$ cat config.mk
export PLATFORM = sky130hd
export DESIGN_NAME = timer_output_waveform_control
export DESIGN_NICKNAME = d
export VERILOG_FILES = /design/src/verilog/timer_output_pkg.sv /design/src/verilog/count_clock_divider.sv /design/src/verilog/timer_output_waveform_control.sv /design/src/verilog/up_counter.sv
export VERILOG_INCLUDE_DIRS = /design/src /design/src/verilog
export SDC_FILE = /design/constraint.sdc
export NUM_CORES = 1
export LEC_CHECK = 0
export BUFFER_PORTS_ARGS = -buffer_cell sky130_fd_sc_hd__clkbuf_2
export CORE_MARGIN = 1.5
export CORE_UTILIZATION = 50
export CTS_CLUSTER_DIAMETER = 40
export CTS_CLUSTER_SIZE = 14
export DETAILED_ROUTE_END_ITERATION = 12
export PLACE_DENSITY_LB_ADDON = 0.12
export SKIP_CTS_REPAIR_TIMING = 1
export SLEW_MARGIN = 20
export SYNTH_ARGS = -nofsm -noshare
export SYNTH_HDL_FRONTEND = slang
export SYNTH_HIERARCHICAL = 1
export SYNTH_SLANG_ARGS = --single-unit
export TNS_END_PERCENT = 20
$ cat constraint.sdc
create_clock -name clk_i -period 2.7 [get_ports clk_i]
set_input_delay 0 -clock clk_i [delete_from_list [all_inputs] [get_ports clk_i]]
set_output_delay 0 -clock clk_i [all_outputs]
set_load 0.03 [all_outputs]
$ cat src/verilog/timer_output_cfg.svh
`ifndef TIMER_OUTPUT_CFG_SVH
`define TIMER_OUTPUT_CFG_SVH
// Counter geometry
`define CNT_WIDTH       16
`define CNT_ZERO        16'h0000
`define CNT_ONE         16'h0001
// Count clock prescaler: divide by 4 shifted left by the select code
`define PRE_WIDTH       10
`define PRE_SEL_WIDTH   4
`define PRE_SEL_MAX     4'h8
`define PRE_BASE_DIV    11'h004
`define PRE_ONE         11'h001
`define PRE_ZERO        10'h000
`define PRE_STEP        10'h001
// Compare mode field codes {hi, lo}
`define MODE_TOGGLE     2'b00
`define MODE_PWM_LO     2'b01
`define MODE_PWM_HI     2'b10
`define MODE_PERIOD     2'b11
// Pin level after reset
`define PIN_RESET       1'b1
`endif

$ cat src/verilog/timer_output_pkg.sv
package timer_output_pkg;
  // Waveform chosen for one output channel
  typedef enum logic [2:0] {
    OUT_FIXED,
    OUT_TOGGLE,
    OUT_PWM,
    OUT_PPG,
    OUT_ONE_SHOT
  } out_mode_type;
endpackage : timer_output_pkg

$ cat src/verilog/count_clock_divider.sv
`timescale 1ns/1ps
`include "timer_output_cfg.svh"
module count_clock_divider (
  input  wire logic                      clk_i,
  input  wire logic                      rst_i,
  input  wire logic                      run_i,
  input  wire logic [`PRE_SEL_WIDTH-1:0] prescale_sel_i,
  output logic                           tick_o
);
  // Last prescaler state for a select code; codes above eight clamp to eight, last state 1023
  function automatic logic [`PRE_WIDTH-1:0] limit_of(input logic [`PRE_SEL_WIDTH-1:0] sel);
    logic [`PRE_SEL_WIDTH-1:0] s;
    s = (sel > `PRE_SEL_MAX) ? `PRE_SEL_MAX : sel;
    limit_of = 10'((`PRE_BASE_DIV << s) - `PRE_ONE);
  endfunction : limit_of

  logic [`PRE_WIDTH-1:0] pre_q;
  wire                   pre_end = (pre_q == limit_of(prescale_sel_i));

  // Restart from zero while stopped so the first count clock is a full one
  always_ff @(posedge clk_i or posedge rst_i) begin
    if (rst_i) begin
      pre_q  <= `PRE_ZERO;
      tick_o <= 1'b0;
    end else if (!run_i) begin
      pre_q  <= `PRE_ZERO;
      tick_o <= 1'b0;
    end else begin
      pre_q  <= pre_end ? `PRE_ZERO : pre_q + `PRE_STEP;
      tick_o <= pre_end;
    end
  end
endmodule : count_clock_divider

$ cat src/verilog/timer_output_waveform_control.sv
// Summary of operation
// Enabled channel follows the selected waveform mode
// Disabled channel holds inverse of level select
// Software uses only the listed bit combinations
// Mode bits choose toggle, PWM or PROGRAMMABLE_PERIOD_PULSE
// Toggle mode inverts pin on each compare match
// Toggle stop drives pin to inactive level
// PWM period is full wrap, width compare
// Software keeps clear bit low in PWM
// Count clock is system clock over 4..1024
// Software never loads zero into PWM compare
// PWM pin changes once per period at most
// Compare below counter gives full-duty period
// Software rewrites compare from its match interrupt
// PWM stop drives pin to active level
// PROGRAMMABLE_PERIOD_PULSE on pin 0, period compare B plus one
// PROGRAMMABLE_PERIOD_PULSE width is compare A count clocks
// Software sets clear bit high in PROGRAMMABLE_PERIOD_PULSE
// Period start active, width match inactive
`timescale 1ns/1ps
`include "timer_output_cfg.svh"
module timer_output_waveform_control (
  input  wire logic                      clk_i,
  input  wire logic                      rst_i,
  input  wire logic                      count_run_bit_i,
  input  wire logic [`PRE_SEL_WIDTH-1:0] prescale_sel_i,
  input  wire logic [`CNT_WIDTH-1:0]     compare_reg_a_i,
  input  wire logic [`CNT_WIDTH-1:0]     compare_reg_b_i,
  input  wire logic [1:0]                output_enable_bit_i,
  input  wire logic [1:0]                active_level_select_i,
  input  wire logic [1:0]                one_shot_select_i,
  input  wire logic                      compare_mode_field_lo_i,
  input  wire logic                      compare_mode_field_hi_i,
  input  wire logic                      clear_on_compare_reg_b_match_i,
  output timer_output_pkg::out_mode_type mode_0_o,
  output timer_output_pkg::out_mode_type mode_1_o,
  output logic [`CNT_WIDTH-1:0]          count_o,
  output logic                           match_a_o,
  output logic                           match_b_o,
  output logic                           timer_output_pin_0_o,
  output logic                           timer_output_pin_1_o
);
  import timer_output_pkg::*;

  // Channel mode from channel index, enable, one-shot select and mode field.
  // Combinations outside the allowed set fall onto the nearest listed mode;
  // keeping to the allowed set is left to software.
  function automatic out_mode_type decode_mode(input logic       ch1,
                                               input logic       en,
                                               input logic       os,
                                               input logic [1:0] mode);
    out_mode_type m;
    m = OUT_FIXED;
    if (!en) begin
      m = OUT_FIXED;
    end else if (os) begin
      m = OUT_ONE_SHOT;
    end else if (!ch1) begin
      case (mode)
        `MODE_TOGGLE: m = OUT_TOGGLE;
        `MODE_PWM_LO: m = OUT_PWM;
        `MODE_PWM_HI: m = OUT_PWM;
        `MODE_PERIOD: m = OUT_PPG;
        default:      m = OUT_FIXED;
      endcase
    end else begin
      // Output 1 has no PROGRAMMABLE_PERIOD_PULSE; its compare B only toggles there
      m = (mode == `MODE_PWM_HI) ? OUT_PWM : OUT_TOGGLE;
    end
    decode_mode = m;
  endfunction : decode_mode

  wire       tick;
  wire       period_start;
  wire [1:0] mode_field = {compare_mode_field_hi_i, compare_mode_field_lo_i};
  wire [1:0] match_w    = {match_b_o, match_a_o};

  // Count clock enable from the system clock
  count_clock_divider u_divider (
    .clk_i          (clk_i),
    .rst_i          (rst_i),
    .run_i          (count_run_bit_i),
    .prescale_sel_i (prescale_sel_i),
    .tick_o         (tick)
  );

  // Counter with compare matches and period start pulses
  up_counter u_counter (
    .clk_i                 (clk_i),
    .rst_i                 (rst_i),
    .run_i                 (count_run_bit_i),
    .tick_i                (tick),
    .clear_on_compare_reg_b_match_i (clear_on_compare_reg_b_match_i),
    .compare_reg_a_i       (compare_reg_a_i),
    .compare_reg_b_i       (compare_reg_b_i),
    .count_o               (count_o),
    .match_a_o             (match_a_o),
    .match_b_o             (match_b_o),
    .period_start_o        (period_start)
  );

  // One level register per output pin.
  // Pin level conventions: the inactive toggle level and the active PWM/PROGRAMMABLE_PERIOD_PULSE
  // level are both the inverse of the level select, so a stopped counter and
  // a disabled output give the same pin level in pulse modes.
  for (genvar g = 0; g < 2; g++) begin : chan
    out_mode_type mode;
    logic         lvl_q;
    logic         lvl_d;
    logic         done_q;
    logic         done_d;
    wire          alv    = active_level_select_i[g];
    wire          hit    = match_w[g];
    wire          pulse  = (mode == OUT_PWM) || (mode == OUT_PPG);

    assign mode = decode_mode(g == 1, output_enable_bit_i[g], one_shot_select_i[g], mode_field);

    // Next pin level per mode
    always_comb begin
      lvl_d  = lvl_q;
      done_d = done_q;
      case (mode)
        OUT_FIXED: begin
          lvl_d  = !alv;
          done_d = 1'b0;
        end
        OUT_ONE_SHOT: begin
          // Pin is steered by the one-shot logic; hold it here
          lvl_d  = lvl_q;
          done_d = 1'b0;
        end
        OUT_TOGGLE: begin
          done_d = 1'b0;
          if (!count_run_bit_i) begin
            lvl_d = !alv;
          end else if (hit) begin
            lvl_d = !lvl_q;
          end
        end
        OUT_PWM, OUT_PPG: begin
          if (!count_run_bit_i) begin
            lvl_d  = !alv;
            done_d = 1'b0;
          end else if (period_start) begin
            lvl_d  = !alv;
            done_d = 1'b0;
          end else if (hit && !done_q) begin
            // Only the first match counts; a rewrite below the count means
            // no match this period, so the pin stays active all through
            lvl_d  = alv;
            done_d = 1'b1;
          end
        end
        default: begin
          lvl_d  = !alv;
          done_d = 1'b0;
        end
      endcase
    end

    always_ff @(posedge clk_i or posedge rst_i) begin
      if (rst_i) begin
        lvl_q  <= `PIN_RESET;
        done_q <= 1'b0;
      end else begin
        lvl_q  <= lvl_d;
        done_q <= done_d;
      end
    end
  end

  assign mode_0_o             = chan[0].mode;
  assign mode_1_o             = chan[1].mode;
  assign timer_output_pin_0_o = chan[0].lvl_q;
  assign timer_output_pin_1_o = chan[1].lvl_q;
endmodule : timer_output_waveform_control

$ cat src/verilog/up_counter.sv
`timescale 1ns/1ps
`include "timer_output_cfg.svh"
module up_counter (
  input  wire logic                  clk_i,
  input  wire logic                  rst_i,
  input  wire logic                  run_i,
  input  wire logic                  tick_i,
  input  wire logic                  clear_on_compare_reg_b_match_i,
  input  wire logic [`CNT_WIDTH-1:0] compare_reg_a_i,
  input  wire logic [`CNT_WIDTH-1:0] compare_reg_b_i,
  output logic      [`CNT_WIDTH-1:0] count_o,
  output logic                       match_a_o,
  output logic                       match_b_o,
  output logic                       period_start_o
);
  logic [`CNT_WIDTH-1:0] cnt_d;
  logic                  run_q;

  // Next count: zero while stopped, clear after reaching compare B if asked
  wire step    = run_i && tick_i;
  wire clr_hit = clear_on_compare_reg_b_match_i && (count_o == compare_reg_b_i);
  assign cnt_d = !run_i ? `CNT_ZERO :
                 !tick_i ? count_o :
                 clr_hit ? `CNT_ZERO : count_o + `CNT_ONE;

  // Match and period pulses are registered, aligned with the new count
  always_ff @(posedge clk_i or posedge rst_i) begin
    if (rst_i) begin
      count_o        <= `CNT_ZERO;
      run_q          <= 1'b0;
      match_a_o      <= 1'b0;
      match_b_o      <= 1'b0;
      period_start_o <= 1'b0;
    end else begin
      count_o        <= cnt_d;
      run_q          <= run_i;
      match_a_o      <= step && (cnt_d == compare_reg_a_i);
      match_b_o      <= step && (cnt_d == compare_reg_b_i);
      period_start_o <= (run_i && !run_q) || (step && cnt_d == `CNT_ZERO);
    end
  end
endmodule : up_counter
==> results by group <==
Outcome
  • Status: completed

Synthesis
  • Number of distinct library cells after synthesis: between 70 and 80
  • XOR/XNOR Fraction of Synth Area: 11.6%
  • Synth top area share: a little over a quarter
  • Ys async rst share: between 90% and 100%
  • Main flop type after synthesis: dfrtp_1
  • Biggest area consumer among synthesized cells: dfrtp_1
  • Warnings, synthesis: 6
  • Synth Area in Compound Gates: 18.3%
  • Post-Synthesis Cells: ~380
  • Mux cell area share after synthesis: under 10%
  • Most frequent cell after synthesis: nor2_1
  • Largest family of logic cells by synthesized area: simple AND/OR/NAND/NOR gates
  • Post-Syn Nets: roughly 430
  • Synth Area in Adders: under 10%
  • Average cell area after synthesis: roughly 8.3 sq um
  • Synthesis-stage register bit count: 35
  • Top post-synthesis cells by area: dfrtp_1 (26%), nor2_1 (6.6%), xor2_1 (6.4%)
  • Synth cell count leaders: nor2_1 (55), nand2_1 (34), dfrtp_1 (33), xor2_1 (23), xnor2_1 (16)
  • Post-synthesis simple-gate area fraction: 33.4%
  • Syn Std Cell Area: between 3000 and 4000 sq um
  • Post-synthesis sequential area ratio: 28.1%
  • EDFF count, synth: 0

Pwr
  • Total power: 1240 uW
  • PD cells: between 300 and 400 nW/um^2
  • Total leakage power: 0.00180 uW
  • Peak supply drop: 0.186 mV

Global routing
  • Met3 Track Usage GR: under 10%
  • Met1 usage: between 30% and 40%
  • Number of global-route vias before repair: roughly 3.0k
  • GRT overflow: 0
  • Grt met2 use: between 40% and 50%
  • Total Routing Usage GR: 28.3%
  • Most Used Layer, Global Route: met2
  • First-pass GRT wire length: approximately 14 mm
  • Pin count of the biggest net entering global routing: 26
  • Initial antenna violation count: 0

Floorplan
  • Core Area: 5990 sq um
  • Die footprint: roughly 6700 sq um
  • Io pins: 74
  • DIE HEIGHT: 82.1 um
  • Initial Util: between 50% and 60%
  • Row Count: 28
  • Chip width: ~80 um

Place
  • DP HPWL: ~7.2 mm
  • PortBufs: 73
  • Routability Congestion: a little over 0.9
  • Pre-CTS setup slack: 110 ps
  • Placed Area: 3710 sq um

Critical path
  • Number of cells on the critical path: 7
  • Worst endpoint required time: about 2900 ps
  • Reg2reg setup slack: around 100 ps
  • Critical-path cell list: nand4_1, or4_4, or3_4, a32oi_1, nand3_1, or4b_1, a2111oi_2
  • Worst Setup EP: u_counter/match_b_o
  • Critical Path Source: u_counter/count_o[0]
  • CP endpoint kind: flip-flop
  • Critical path class: reg -> reg
  • CP top delay family: simple AND/OR/NAND/NOR gates
  • Crit path max fanout: 6
  • CP Data Arrival Time: approximately 2800 ps
  • FF-to-FF path depth: 7
  • Crit-path slowest cell: or4b_1
  • RR Startpoint: u_counter/count_o[0]
  • Startpoint types: flip-flop
  • Slowest cell delay on critical path: between 500 and 600 ps
  • Buf+Inv Stages, Crit Path: 0
  • Crit Reg-Reg Endpoint: u_counter/match_b_o

Clock tree
  • CTS root buf: clkbuf_8
  • CTS Buf Count: 5
  • Clk sinks: 35
  • Latest clock arrival within the worst-skew pair: 280 ps
  • Clock transition at path regs: around 70 ps
  • CTS tree: done
  • CTS H-tree depth: 2
  • Clock Path Buffers: 2

STA
  • Hold Violations, Final: 0
  • Actual slew at the worst max-slew pin: slightly above 800 ps
  • Worst slew margin: 46.0%
  • Final min period: 2600 ps
  • Hold WS: between 8 and 9 ps
  • Setup TNS: 0 ps
  • Setup slack after layout: between 100 and 150 ps
  • Period utilization: between 90% and 100%
  • Peak Freq: slightly below 0.4 GHz
  • Final setup violation count: 0
  • Final Max Tran Viols: 0
  • Clk_skew: roughly 3.2 ps

Cells and area
  • Share of layout cells above drive strength 1: between 30% and 40%
  • Antenna cells: 0
  • Fill count: ~530
  • Final instance area: between 3000 and 4000 sq um
  • Fin nets: 530
  • P&R area growth vs syn: 25.2%

Drt
  • Vias: between 3k and 4k
  • DR iter-0 viols: 259
  • DR pass1 iterations: 5
  • Remaining DRCs: 0
  • Via density per instance: between 5 and 6
  • Routed WL per cell: about 17 um
  • Drt total wl: ~9.3 mm
  • Post-DRT Antenna Nets: 0

Min path
  • Worst hold path type: in -> reg

Run
  • Max_cap viols: 0
## placed cells by master (no fill, tap or decap), types with 5 or more instances in the layout
master,n
dfrtp_1,19
nor4_1,10
nor2_1,55
and2_1,5
nor2b_1,6
nand4_1,8
ha_1,5
clkbuf_2,74
clkbuf_8,6
nand3_1,13
nor3_1,12
xor2_1,22
a21oi_1,13
nand2_1,34
o21ai_0,12
inv_1,11
nand2b_1,8
o21a_1,6
dfrtp_2,14
xnor2_1,15
buf_4,34
o22ai_1,6
## per-layer routing
layer	share of wire, %	up-vias
met2	46	136
met5	0	-
met1	46	1539
met4	1.2	0
met3	7.5	17
li1	-	1574
## worst register-to-register path: stages, from the launching register on
cell,delay (ps)
dfrtp_2,420
nand4_1,260
or4_4,490
or3_4,350
a32oi_1,180
nand3_1,90
or4b_1,510
a2111oi_2,210
## per-stage QoR
| stage | util, % | std cells |
|---|---|---|
| after CTS | 63.8 | 546 |
| after global placement | 61.9 | 538 |
| final | 65.4 | 553 |
| after global routing | 65.4 | 553 |
| after detailed placement | 61.9 | 538 |
| after floorplan | - | 375 |
## worst min-delay path by stage
| stage | from | to | slack [ps] | cells after the start |
|---|---|---|---|---|
| after floorplan | rst_i | chan[0].done_q | -240 | 1 |
| after global placement | rst_i | chan[0].done_q | -90 | 2 |
| after detailed placement | rst_i | chan[0].done_q | -90 | 2 |
| after CTS | rst_i | chan[0].done_q | -400 | 2 |
| after global routing | active_level_select_i[1] | timer_output_pin_1_o | 20 | 3 |
| final | compare_reg_b_i[12] | u_counter/match_b_o | 8 | 3 |
## where the power goes
group          leakage (uW)  total [uW]  internal, uW  switching (uW)
clock network     0.0000612         488           299             190
registers          0.000453         544           536            8.17
logic               0.00129         212          82.1             130
## state kept, by name (all words and copies together) (netlist names)
| name | count |
|---|---|
| u_counter/count_o | 16 |
| u_counter/period_start_o | 1 |
| u_counter/match_a_o | 1 |
| timer_output_pin_1_o | 1 |
| timer_output_pin_0_o | 1 |
| u_counter/run_q | 1 |
| u_divider/pre_q | 10 |
| u_counter/match_b_o | 1 |
| u_divider/tick_o | 1 |
| chan.done_q | 2 |
## layout make-up
class	count	area, sq um	share of cell area [%]
Clock buffer	6	82.6	2.11
Clock inverter	2	35.0	0.895
Inverter	11	41.3	1.05
Multi-Input combinational cell	315	2130	54.4
Sequential cell	35	896	22.9
Tap cell	75	93.8	2.40
Timing Repair Buffer	109	636	16.2
## cell families after synthesis
family / Yosys count
AO/OA/AOI/OAI: 75
multiplexers: 5
AND/OR/NAND/NOR: 190
flip-flops: 35
adder cells (fa/ha/maj): 5
buffers and inverters: 25
XOR/XNOR: 40
Note: power is estimated with default switching activity, not from simulation.
